File: src/verilog/slh_pkg.sv
// Constants shared by the supply, reset and limp-home control block
package slh_pkg;
  // ****************************************
  // Serial frame layout
  // ****************************************
  localparam int SLH_FRAME_W = 16;
  localparam int SLH_FR_WR_BIT = 15;
  localparam int SLH_FR_ADDR_HI = 14;
  localparam int SLH_FR_ADDR_LO = 12;
  localparam int SLH_RESP_TER_BIT = 15;
  localparam int SLH_DATA_W = 8;

  // ****************************************
  // Register addresses inside a frame
  // ****************************************
  localparam logic [2:0] SLH_ADDR_OUT = 3'h0;
  localparam logic [2:0] SLH_ADDR_HARDWARE_CONFIG_REG = 3'h1;
  localparam logic [2:0] SLH_ADDR_DIAG = 3'h2;
  localparam logic [2:0] SLH_ADDR_STAT = 3'h3;

  // ****************************************
  // Hardware config register fields and reset values
  // ****************************************
  localparam int SLH_HARDWARE_CONFIG_REG_LHO_BIT = 4;
  localparam int SLH_HARDWARE_CONFIG_REG_RST_BIT = 4;
  localparam int SLH_HARDWARE_CONFIG_REG_WDL_BIT = 3;
  localparam int SLH_HARDWARE_CONFIG_REG_SBM_BIT = 2;
  localparam int SLH_HARDWARE_CONFIG_REG_PWM_BIT = 1;
  localparam int SLH_HARDWARE_CONFIG_REG_CTL_BIT = 0;
  localparam logic [4:0] SLH_HARDWARE_CONFIG_REG_WR_MASK = 5'h0b;
  localparam logic [4:0] SLH_HARDWARE_CONFIG_REG_RST_VAL = 5'h00;
  localparam logic [4:0] SLH_OUT_RST_VAL = 5'h00;

  // ****************************************
  // Timing
  // ****************************************
  localparam int SLH_CLK_PERIOD_NS = 10;
  localparam int SLH_POR_WAKE_US = 500;
  // Longest time: rounds down
  localparam int SLH_POR_WAKE_CYC = (SLH_POR_WAKE_US * 1000) / SLH_CLK_PERIOD_NS;
endpackage

File: src/verilog/slh_spi_frame.sv
// Serial frame shifter sampled on the system clock, with daisy-chain pass-through
`timescale 1ns/1ps
module slh_spi_frame #(
  parameter int W = 16
) (
  // Clock and reset
  input wire logic mclk,
  input wire logic nrst,
  // Serial pins
  input wire logic sclk,
  input wire logic cs_n,
  input wire logic si,
  output logic so_q,
  output logic so_oe_n_q,
  // Frame side
  input wire logic [W-1:0] tx_word,
  output logic [W-1:0] rx_word_q,
  output logic frame_done_q,
  output logic frame_bad_q
);
  localparam int CW = $clog2(W);

  if (W < 2) begin : g_bad_width
    $error("slh_spi_frame: W must be at least 2");
  end

  // ****************************************
  // Pin synchronisers
  // ****************************************
  logic [2:0] meta_q;
  logic [2:0] sync_q;
  logic sclk_prev_q;
  logic cs_prev_q;
  logic [W-1:0] shreg_q;
  logic [CW-1:0] cnt_q;
  logic wrapped_q;
  logic rise;
  logic fall;
  logic start;
  logic stop;

  // Two stages before any logic looks at the pins
  always_ff @(posedge mclk or negedge nrst) begin
    if (!nrst) begin
      meta_q <= 3'h2;
      sync_q <= 3'h2;
      sclk_prev_q <= 1'b0;
      cs_prev_q <= 1'b1;
    end else begin
      meta_q <= {sclk, cs_n, si};
      sync_q <= meta_q;
      sclk_prev_q <= sync_q[2];
      cs_prev_q <= sync_q[1];
    end
  end

  assign rise = sync_q[2] & ~sclk_prev_q & ~sync_q[1];
  assign fall = ~sync_q[2] & sclk_prev_q & ~sync_q[1];
  assign start = cs_prev_q & ~sync_q[1];
  assign stop = ~cs_prev_q & sync_q[1];

  // ****************************************
  // Shift register and bit count
  // ****************************************
  // Counting modulo W lets a chained frame of several words still count as whole
  always_ff @(posedge mclk or negedge nrst) begin
    if (!nrst) begin
      shreg_q <= '0;
      cnt_q <= '0;
      wrapped_q <= 1'b0;
    end else if (start) begin
      shreg_q <= tx_word;
      cnt_q <= '0;
      wrapped_q <= 1'b0;
    end else if (rise) begin
      shreg_q <= {shreg_q[W-2:0], sync_q[0]};
      if (cnt_q == CW'(W - 1)) begin
        cnt_q <= '0;
        wrapped_q <= 1'b1;
      end else begin
        cnt_q <= cnt_q + 1'b1;
      end
    end
  end

  // Serial out: MSB at select, then next bit after each falling edge
  always_ff @(posedge mclk or negedge nrst) begin
    if (!nrst) begin
      so_q <= 1'b0;
      so_oe_n_q <= 1'b1;
    end else begin
      so_oe_n_q <= sync_q[1];
      if (start) begin
        so_q <= tx_word[W-1];
      end else if (fall) begin
        so_q <= shreg_q[W-1];
      end
    end
  end

  // Frame end: whole words only are accepted
  always_ff @(posedge mclk or negedge nrst) begin
    if (!nrst) begin
      rx_word_q <= '0;
      frame_done_q <= 1'b0;
      frame_bad_q <= 1'b0;
    end else begin
      frame_done_q <= stop & wrapped_q & (cnt_q == '0);
      frame_bad_q <= stop & ~(wrapped_q & (cnt_q == '0));
      if (stop) begin
        rx_word_q <= shreg_q;
      end
    end
  end
endmodule

File: src/verilog/slh_supply_reset_ctrl.sv
// Supply mode, register reset and limp-home control of a smart high-side switch
// Functional notes
// Logic supply power-up returns every serial register to default.
// Serial interface and daisy chain work whenever logic supply is good.
// Resets clear registers only; power stages and watchdog stay untouched.
// First frame after any reset returns output register with error flag.
// Power-on reset held until logic supply passes the power-on threshold.
// Host waits the wake time, at most 500 us, before first access.
// Writing one to config bit 4 triggers a reset like power-on.
// Reset command clears the register bank and all diagnosis registers.
// Host waits transfer delay time after issuing reset command.
// Limp-home mode holds all writable registers in reset.
// Reads still work in limp-home: limp flag, enable state, errors.
// Watchdog active only with limp-home enable high and load supply present.
// Active unserviced watchdog overrun enters limp-home mode.
// Stand-by only with enable low, channels off, thermal latches clear.
// Idle only with logic supply, channels off, registers at default.
// No current-sense diagnosis in limp-home mode.
// Config bit 4 reads limp flag, and as written is reset command.
// Reset command acts after its carrying frame completes.
`timescale 1ns/1ps
module slh_supply_reset_ctrl
  import slh_pkg::*;
#(
  parameter int CH_N = 5,
  parameter int unsigned POR_WAKE_CYC = SLH_POR_WAKE_CYC
) (
  // Clock and reset
  input wire logic mclk,
  input wire logic nrst,
  // Supply monitors and pins
  input wire logic vdd_ok,
  input wire logic vbb_ok,
  input wire logic limp_home_enable,
  input wire logic wd_overrun,
  input wire logic [CH_N-1:0] in_pin,
  input wire logic [CH_N-1:0] thermal_latch,
  // Serial link
  input wire logic sclk,
  input wire logic cs_n,
  input wire logic si,
  output logic so_q,
  output logic so_oe_n_q,
  // Status and control towards the power stage
  output logic [CH_N-1:0] ch_on_q,
  output logic wd_active_q,
  output logic limp_home_active_flag_q,
  output logic standby_q,
  output logic idle_q,
  output logic sense_avail_q,
  output logic spi_ready_q
);
  localparam int SW = 4 + 2 * CH_N;
  localparam int WK_W = $clog2(POR_WAKE_CYC + 1);

  if (CH_N < 1 || CH_N > 5) begin : g_bad_ch
    $error("slh_supply_reset_ctrl: CH_N must be 1..5");
  end
  if (POR_WAKE_CYC < 1) begin : g_bad_wake
    $error("slh_supply_reset_ctrl: POR_WAKE_CYC must be at least 1");
  end

  // ****************************************
  // Pin synchronisers
  // ****************************************
  logic [SW-1:0] meta_q;
  logic [SW-1:0] sync_q;
  logic vdd_s;
  logic vbb_s;
  logic limp_home_enable_s;
  logic wd_ovr_s;
  logic [CH_N-1:0] in_s;
  logic [CH_N-1:0] th_s;

  // Two stages; only the second stage feeds logic
  always_ff @(posedge mclk or negedge nrst) begin
    if (!nrst) begin
      meta_q <= '0;
      sync_q <= '0;
    end else begin
      meta_q <= {vdd_ok, vbb_ok, limp_home_enable, wd_overrun, in_pin, thermal_latch};
      sync_q <= meta_q;
    end
  end

  assign {vdd_s, vbb_s, limp_home_enable_s, wd_ovr_s, in_s, th_s} = sync_q;

  // ****************************************
  // Power-on reset and wake time
  // ****************************************
  logic [WK_W-1:0] wake_cnt_q;

  // Logic supply below threshold keeps the register bank and serial ready in reset and restarts the wake count
  always_ff @(posedge mclk or negedge nrst) begin
    if (!nrst) begin
      wake_cnt_q <= '0;
      spi_ready_q <= 1'b0;
    end else if (!vdd_s) begin
      wake_cnt_q <= '0;
      spi_ready_q <= 1'b0;
    end else if (wake_cnt_q != WK_W'(POR_WAKE_CYC)) begin
      wake_cnt_q <= wake_cnt_q + 1'b1;
      spi_ready_q <= 1'b0;
    end else begin
      spi_ready_q <= 1'b1;
    end
  end

  // ****************************************
  // Watchdog gating and limp-home
  // ****************************************
  logic limp_q;

  // Only nrst touches this state: register resets must leave the watchdog alone
  always_ff @(posedge mclk or negedge nrst) begin
    if (!nrst) begin
      wd_active_q <= 1'b0;
      limp_q <= 1'b0;
    end else begin
      wd_active_q <= limp_home_enable_s & vbb_s;
      if (!wd_active_q) begin
        limp_q <= 1'b0;
      end else if (wd_ovr_s) begin
        limp_q <= 1'b1;
      end
    end
  end

  assign limp_home_active_flag_q = limp_q;

  // ****************************************
  // Serial frame decode
  // ****************************************
  logic [SLH_FRAME_W-1:0] tx_word;
  logic [SLH_FRAME_W-1:0] rx_word;
  logic frame_done;
  logic frame_bad;
  logic frame_ok;
  logic fr_wr;
  logic [2:0] fr_addr;
  logic [4:0] fr_data;
  logic soft_rst_q;
  logic bank_clr;
  logic limp_prev_q;
  logic rst_evt;

  slh_spi_frame #(
    .W(SLH_FRAME_W)
  ) u_frame (
    .mclk(mclk),
    .nrst(nrst),
    .sclk(sclk),
    .cs_n(cs_n),
    .si(si),
    .so_q(so_q),
    .so_oe_n_q(so_oe_n_q),
    .tx_word(tx_word),
    .rx_word_q(rx_word),
    .frame_done_q(frame_done),
    .frame_bad_q(frame_bad)
  );

  // Frames before the wake time has run out are dropped
  assign frame_ok = frame_done & spi_ready_q;
  assign fr_wr = rx_word[SLH_FR_WR_BIT];
  assign fr_addr = rx_word[SLH_FR_ADDR_HI:SLH_FR_ADDR_LO];
  assign fr_data = rx_word[4:0];

  // Reset command fires the cycle after its frame has ended
  always_ff @(posedge mclk or negedge nrst) begin
    if (!nrst) begin
      soft_rst_q <= 1'b0;
    end else begin
      soft_rst_q <= frame_ok & fr_wr & (fr_addr == SLH_ADDR_HARDWARE_CONFIG_REG) & fr_data[SLH_HARDWARE_CONFIG_REG_RST_BIT];
    end
  end

  // Every reset source clears the bank the same way
  assign bank_clr = ~vdd_s | soft_rst_q | limp_q;

  // Limp-home holds the bank for long; only its entry is a reset event, so reads keep working
  always_ff @(posedge mclk or negedge nrst) begin
    if (!nrst) begin
      limp_prev_q <= 1'b0;
    end else begin
      limp_prev_q <= limp_q;
    end
  end

  assign rst_evt = ~vdd_s | soft_rst_q | (limp_q & ~limp_prev_q);

  // ****************************************
  // Register bank
  // ****************************************
  logic [4:0] out_q;
  logic [4:0] hardware_config_reg_q;
  logic [CH_N-1:0] diag_q;
  logic ter_q;
  logic [2:0] resp_sel_q;
  logic [SLH_DATA_W-1:0] rd_data;
  logic regs_default;

  // Writable registers; writes are refused while a reset source is active
  always_ff @(posedge mclk or negedge nrst) begin
    if (!nrst) begin
      out_q <= SLH_OUT_RST_VAL;
      hardware_config_reg_q <= SLH_HARDWARE_CONFIG_REG_RST_VAL;
    end else if (bank_clr) begin
      out_q <= SLH_OUT_RST_VAL;
      hardware_config_reg_q <= SLH_HARDWARE_CONFIG_REG_RST_VAL;
    end else if (frame_ok && fr_wr) begin
      if (fr_addr == SLH_ADDR_OUT) begin
        out_q <= fr_data;
      end
      if (fr_addr == SLH_ADDR_HARDWARE_CONFIG_REG) begin
        hardware_config_reg_q <= fr_data & SLH_HARDWARE_CONFIG_REG_WR_MASK;
      end
    end
  end

  // Thermal diagnosis is sticky; a latch still high after a clear sets it again
  always_ff @(posedge mclk or negedge nrst) begin
    if (!nrst) begin
      diag_q <= '0;
    end else begin
      diag_q <= (bank_clr ? '0 : diag_q) | th_s;
    end
  end

  // Any reset raises the error flag and points the next answer at the output register
  always_ff @(posedge mclk or negedge nrst) begin
    if (!nrst) begin
      ter_q <= 1'b1;
      resp_sel_q <= SLH_ADDR_OUT;
    end else begin
      if (rst_evt || frame_bad) begin
        ter_q <= 1'b1;
      end else if (frame_done) begin
        ter_q <= 1'b0;
      end
      if (rst_evt) begin
        resp_sel_q <= SLH_ADDR_OUT;
      end else if (frame_ok) begin
        resp_sel_q <= fr_addr;
      end
    end
  end

  // Read mux; limp flag and enable state stay visible in limp-home
  always_comb begin
    rd_data = '0;
    case (resp_sel_q)
      SLH_ADDR_OUT: rd_data[4:0] = out_q;
      SLH_ADDR_HARDWARE_CONFIG_REG: begin
        rd_data[4:0] = hardware_config_reg_q;
        rd_data[SLH_HARDWARE_CONFIG_REG_LHO_BIT] = limp_q;
        rd_data[SLH_HARDWARE_CONFIG_REG_SBM_BIT] = standby_q;
      end
      SLH_ADDR_DIAG: rd_data[CH_N-1:0] = diag_q;
      SLH_ADDR_STAT: rd_data[3:0] = {vbb_s, wd_active_q, limp_home_enable_s, limp_q};
      default: rd_data = '0;
    endcase
  end

  assign tx_word = {ter_q, {(SLH_FRAME_W - 1 - SLH_DATA_W){1'b0}}, rd_data};
  assign regs_default = (out_q == SLH_OUT_RST_VAL) && (hardware_config_reg_q == SLH_HARDWARE_CONFIG_REG_RST_VAL) && (diag_q == '0);

  // ****************************************
  // Channel requests and supply modes
  // ****************************************
  logic [CH_N-1:0] ch_req;

  // Gated mode needs both register bit and pin; otherwise either switches on
  assign ch_req = hardware_config_reg_q[SLH_HARDWARE_CONFIG_REG_PWM_BIT] ? (out_q[CH_N-1:0] & in_s) : (out_q[CH_N-1:0] | in_s);

  // Mode indicators; registered so the outputs come straight from flops
  always_ff @(posedge mclk or negedge nrst) begin
    if (!nrst) begin
      ch_on_q <= '0;
      standby_q <= 1'b0;
      idle_q <= 1'b0;
      sense_avail_q <= 1'b0;
    end else begin
      ch_on_q <= ch_req;
      standby_q <= ~limp_home_enable_s & (ch_on_q == '0) & (th_s == '0);
      idle_q <= vdd_s & (ch_on_q == '0) & regs_default;
      sense_avail_q <= vdd_s & vbb_s & ~limp_q;
    end
  end
endmodule
File: config.mk
export PLATFORM = sky130hd
export DESIGN_NAME = slh_supply_reset_ctrl
export DESIGN_NICKNAME = d
export VERILOG_FILES = /design/src/verilog/slh_pkg.sv /design/src/verilog/slh_spi_frame.sv /design/src/verilog/slh_supply_reset_ctrl.sv
export SDC_FILE = /design/constraint.sdc
export NUM_CORES = 1
export LEC_CHECK = 0
export BUFFER_PORTS_ARGS = -buffer_cell sky130_fd_sc_hd__buf_4
export CAP_MARGIN = 15
export CORE_MARGIN = 2
export CORE_UTILIZATION = 45
export DETAILED_ROUTE_END_ITERATION = 16
export PLACE_DENSITY = 0.69
export SYNTH_ARGS = -nofsm -noshare
export SYNTH_HDL_FRONTEND = slang
export SYNTH_SLANG_ARGS = --single-unit
File: constraint.sdc
create_clock -name mclk -period 2.7 [get_ports mclk]
set_clock_uncertainty 0.05 [all_clocks]
set_input_delay 0.27 -clock mclk [delete_from_list [all_inputs] [get_ports mclk]]
set_output_delay 0.27 -clock mclk [all_outputs]
set_load 0.005 [all_outputs]
==> metrics, run 1 <==
status=completed; Slew @ Worst Pin=0.817 ns; crit share post-route=69.8%; I/O Pins=32; crit-path max FO=9; fmax=roughly 0.53 GHz; width of the die=104 um; vias in the first global route=2,992; max_slew headroom=45.4%; top cell type's share of synthesized area=between 60% and 70%; post-layout util=58.1%; Gate Count Post-Synth=348; RSZ-0062 raised after global routing=false; pre-CTS setup slack=approximately 0.83 ns; crit end category=flip-flop; Synth cell types=49; core region area=a little under 10,000 um2; DPL Wire Length=5350 um; worst vdd ir=466 uV; Sink Count=115; routed len/inst=15.5 um; Num CTS Buffers=17; GPL Wtd Cong=0.789; final setup vio count=0; placed inst area=about 4900 um2; Critical Path AT=2.26 ns; Seq cells post-synth=~120; Critical Path RT=3.07 ns; startpoint of the worst register-to-register path=wake_cnt_q[1]$_DFFE_PN0N_; IO buf count=31; post-route ant nets=0; post-route setup slack=0.817 ns; Gates resized, CTS repair=0; worst min path class=input pin to async pin; Fin Hold WS=0.246 ns; share of layout cells above drive strength 1=21.6%; clock transition at the registers of the reported paths=0.06 ns; R2R depth=4; clock root cell=clkbuf_8; Overflow after GRT=0; cell row count=36; die area=10,800 um2; fin. max-slew vios=0; Avg Inst Size Synth=13.0 um2; pwr dens=749 nW/um2; Layout Cell Area excl Fill=5680 um2; ant diodes=0; CP Launch Type=flip-flop; DIE HEIGHT=104 um; initial core utilization=46.2%; via count=2,927; Clock H-tree levels=4; min Tclk post-route=1.88 ns; vias per cell=5.28; sequential-to-total area share from yosys stat=a little under two thirds; Synth-to-Final Area Change=25.8%; # DRC=0; Syn Std Cell Area=4510 um2; CTS tree=built; largest area contributor in the netlist=dfrtp_1; DRT iter0 DRCs=143; Total Wirelength=8590 um; Layout Nets=431; number of synthesized flops with an enable pin=0; CTS max path bufs=2; initial antenna violation count=0; top_reg_cell synth=dfrtp_1; largest net degree at the start of global routing=76; Synth Warn #=0; Post-synth ARST share=100%; r2r setup slk=a little over 0.8 ns; Max Cap Viol=0; P_leak=2.50 nW; CP Class=flip-flop to flip-flop; syn nets=371; ranking of synthesized cells by area=dfrtp_1, mux2i_1, nand2_1, dfstp_2, mux2_2; final hold viol count=0; reg-to-reg endpoint=wake_cnt_q[12]$_DFFE_PN0N_; first-pass GRT wire length=14,500 um; GRT Total Usage=about 17%; clk_lat worst skew=between 0.5 and 0.6 ns; Fin Setup TNS=0 ns; first drt pass iteration count=4
## repair_timing
item                      in CTS  in global routing
setup buffers                  0                  0
hold buffers                  18                  0
hold endpoints to repair      53                  0
## layout make-up
class                   count  area [um2]
flip-flops and latches    115        2880
inverters                  17        63.8
well taps                 133         166
clock inverters            14         176
multi-input cells         205        1510
fillers                   764        4100
clock buffers              18         428
repair buffers             52         448
## power by group
part,switching [mW],internal [mW]
Sequential,0.0472,1.79
Combinational,0.0894,0.0882
Clock,0.800,1.44
## worst max-delay path: stages, from the launching register on
cell and delay [ns]:
dfrtp_1 0.43, ha_1 0.26, nand4_1 0.28, or4_1 0.61, a21oi_1 0.19
## synthesized netlist by cell type (2+ instances only)
cell type  count
dfrtp_1      111
nand2_1       35
mux2i_1       19
inv_1         17
a21oi_1       14
nand3_1       12
a22o_1        10
mux2_2         9
nor2_1         8
o21ai_0        7
a21o_1         6
nand2b_1       6
nor4_1         6
o22ai_1        6
or4_1          6
clkbuf_1       5
maj3_1         5
nand4_1        5
o31ai_1        5
buf_2          4
dfstp_2        4
ha_1           4
mux4_2         4
or3_1          4
and2_1         3
nor4bb_1       3
a211o_1        2
a22oi_1        2
nor2b_1        2
nor3b_2        2
o21a_1         2
or4b_4         2
xnor2_1        2
## cells in the final DEF (no fill, tap or decap), types with 7 or more instances in the layout
| master | synthesis | final |
|---|---|---|
| a21oi_1 | 14 | 14 |
| nand3_1 | 12 | 12 |
| a22o_1 | 10 | 10 |
| dlygate4sd3_1 | 0 | 18 |
| inv_1 | 17 | 17 |
| dfrtp_1 | 111 | 111 |
| nor2_1 | 8 | 8 |
| mux2_2 | 9 | 9 |
| mux2i_1 | 19 | 19 |
| buf_4 | 0 | 33 |
| clkbuf_16 | 0 | 16 |
| nand2_1 | 35 | 35 |
| o21ai_0 | 7 | 7 |
## per-layer routing
layer | GRT usage [%] | part of all wire, %
met1 | 22.5 | 46
met2 | 26.6 | 50
met3 | 5.20 | 3.0
met4 | 6.37 | 0.73
met5 | 0 | 0
## how the worst max path moves through the flow
stage                                      from                              to  slack (ns)  cells after the start
global placement      wake_cnt_q[0]$_DFFE_PN0N_       wake_cnt_q[1]$_DFFE_PN0N_        0.95                      5
floorplan             wake_cnt_q[0]$_DFFE_PN0N_       wake_cnt_q[0]$_DFFE_PN0N_        1.02                      5
detailed placement    wake_cnt_q[1]$_DFFE_PN0N_      wake_cnt_q[12]$_DFFE_PN0N_        0.83                      4
finish                wake_cnt_q[1]$_DFFE_PN0N_      wake_cnt_q[12]$_DFFE_PN0N_        0.82                      4
CTS                   wake_cnt_q[1]$_DFFE_PN0N_      wake_cnt_q[12]$_DFFE_PN0N_        0.83                      4
global route        u_frame.cs_prev_q$_DFF_PN1_  u_frame.shreg_q[2]$_DFFE_PN0P_        0.69                      3
## sequential cells by signal (all words and copies together) (netlist names), 4 cells and up
register and cells:
wake_cnt_q 16, u_frame.cnt_q 4, out_q 5, meta_q 14, sync_q 14, u_frame.rx_word_q 9
diag_q 5, ch_on_q 5, u_frame.shreg_q 16
## metrics by stage
step / instances / total power, mW
floorplan: 348 / 1.92
global placement: 504 / 2.01
detailed placement: 504 / 2.02
CTS: 554 / 4.30
global route: 554 / 4.41
finish: 554 / 4.25
## cells by family (layout without fill, tap and decap cells)
family / Yosys count / count (layout) / share of synthesized area [%]
mux: 32 / 32 / 8.46
compound gates: 57 / 57 / 8.51
simple gates: 104 / 104 / 13.7
flops: 115 / 115 / 63.9
fa+ha+maj: 9 / 9 / 2.22
xor+xnor: 3 / 3 / 0.582
buf+inv: 28 / 101 / 2.61
No activity file was read; power rests on OpenSTA's default activity.
==> inputs of run 2 (changes only) <==
Clock period 2.7 ns to 1.96 ns, I/O delays scaled along.
==> run 2 against run 1 <==
  * Via count increased by 2.2%
  * Critical path type unchanged
  * Utilization increased by 0.19 points
  * Count of clock-buffer cells in the layout increased by 1
  * Worst hold slack got worse by 0.083 ns
  * Die area unchanged
==> metrics, run 2 (synthesized netlist as in run 1, its figures left out) <==
status=completed; # DRC=0; Critical Path AT=roughly 2.2 ns; width of the die=104 um; cell row count=36; Finished Layout Cells=560; final setup vio count=0; worst min path class=input pin to async pin; crit share post-route=95.7%; initial core utilization=46.2%; Total Wirelength=8640 um; startpoint of the worst register-to-register path=wake_cnt_q[0]$_DFFE_PN0N_; FF/Latch Area=2880 um2; initial antenna violation count=0; GPL Wtd Cong=about 0.86; first-pass GRT wire length=~14,000 um; Bufs and invs on worst path=1; via count=about 3,000; worst-path cell chain=inv_1, ha_1, or4bb_4, nor4_4, mux2i_1; Overflow after GRT=0; die area=~11,000 um2; CTS tree=built; CP Class=flip-flop to flip-flop; DIE HEIGHT=around 100 um; DPL Wire Length=approximately 5400 um; clock root cell=clkbuf_8; ant diodes=0; Slew @ Worst Pin=0.538 ns; fmax=0.533 GHz; Critical Path RT=2.33 ns; clock transition at the registers of the reported paths=0.06 ns; Synth-to-Final Area Change=26.2%; most common cell after layout, fill and taps aside=dfrtp_1; pwr dens=991 nW/um2; fin. max-slew vios=0; R2R depth=5; GRT Total Usage=16.9%; min Tclk post-route=1.88 ns; clk_lat worst skew=0.51 ns; CP Launch Type=flip-flop; post-route setup slack=0.0837 ns; max_slew headroom=64.1%; I/O Pins=32; Layout Nets=approximately 440; final hold viol count=0; pre-CTS setup slack=0.128 ns; first drt pass iteration count=4; CP delay by family, top=simple AND/OR/NAND/NOR gates; Crit-path slowest cell=or4bb_4; CTS max path bufs=2; vias in the first global route=2,896; largest net degree at the start of global routing=between 50 and 60; biggest regs=u_frame.shreg_q: 16 flops, wake_cnt_q: 16 flops; crit-path max FO=5; post-route ant nets=0; Num CTS Buffers=17; core region area=9770 um2; area used by multi-input combinational logic=1520 um2; vias per cell=5.34; Sink Count=115; crit end category=flip-flop; Fill cells=between 700 and 800; r2r setup slk=0.08 ns; Max Cap Viol=0; P_leak=2.50 nW; reg-to-reg endpoint=wake_cnt_q[0]$_DFFE_PN0N_; crit-path max cell delay=0.54 ns; highest-count cells in the layout ignoring fill and taps=dfrtp_1, buf_4, nand2_1; share of layout cells above drive strength 1=23.0%; worst vdd ir=between 500 and 600 uV; IO buf count=31; Clock H-tree levels=4; Placed Instances=just over 500; DRT iter0 DRCs=~110; routed len/inst=15.4 um
[run 2: changes by cell type in the layout (fill, tap and decap cells not counted), sizes merged]
cell and delta:
buf +6, bufinv -2, clkinvlp +3, clkinv -1, clkbuf +1, inv -1
[run 2: repair_timing]
| action | CTS | global route |
|---|---|---|
| resized for setup | 0 | 2 |
| buffers inserted | 0 | 1 |
| setup endpoints to repair | 0 | 4 |
| hold endpoints to repair | 55 | 0 |
| hold buffers | 18 | 0 |
[run 2: final cells by class]
type                    instances  area share, %
clock buffers                  19           7.58
multi-input cells             205           26.6
inverters                      17           1.12
repair buffers                 58           8.88
clock inverters                13           2.26
well taps                     133           2.92
flip-flops and latches        115           50.6
[run 2: worst reg2reg max path: cells and delay by family (launching register included)]
| kind | cells | cell delay [ns] |
|---|---|---|
| and+or+nand+nor | 2 | 0.82 |
| DFF | 1 | 0.43 |
| muxes | 1 | 0.25 |
| adders and majority gates | 1 | 0.16 |
| buffers and inverters | 1 | 0.09 |
[run 2: metal layers]
layer / up-vias / global-route usage [%] / wire (um)
li1: 1393 / - / -
met1: 1509 / 22.6 / 3890
met2: 72 / 26.2 / 4350
met3: 16 / 4.76 / 300
met4: 0 / 6.76 / 97
met5: - / 0 / 0
[run 2: where the power goes]
group,internal (mW),switching (mW)
registers,2.46,0.0603
logic,0.129,0.127
clock network,1.73,1.14
total,4.32,1.32
[run 2: worst max-delay path by stage]
stage	startpoint	endpoint	depth (start not counted)
6_report	wake_cnt_q[0]$_DFFE_PN0N_	wake_cnt_q[0]$_DFFE_PN0N_	5
5_1_grt	wake_cnt_q[0]$_DFFE_PN0N_	wake_cnt_q[0]$_DFFE_PN0N_	5
4_1_cts	wake_cnt_q[0]$_DFFE_PN0N_	wake_cnt_q[0]$_DFFE_PN0N_	5
3_5_place_dp	wake_cnt_q[1]$_DFFE_PN0N_	wake_cnt_q[12]$_DFFE_PN0N_	4
3_3_place_gp	wake_cnt_q[0]$_DFFE_PN0N_	wake_cnt_q[0]$_DFFE_PN0N_	5
2_1_floorplan	wake_cnt_q[0]$_DFFE_PN0N_	wake_cnt_q[0]$_DFFE_PN0N_	5
[run 2: metrics by stage]
step                      TNS [ns]  hold slack [ns]  utilization [%]  power (mW)  cell area (um2)
after global routing       -0.0313            0.205             58.3        5.86             5700
after global placement           0            0.161             50.6        2.78             4940
after detailed placement         0            0.171             50.6        2.79             4940
final                            0            0.164             58.3        5.64             5700
after CTS                        0            0.164             58.1        5.70             5680
after floorplan                  0           -0.150                -        2.65             4510
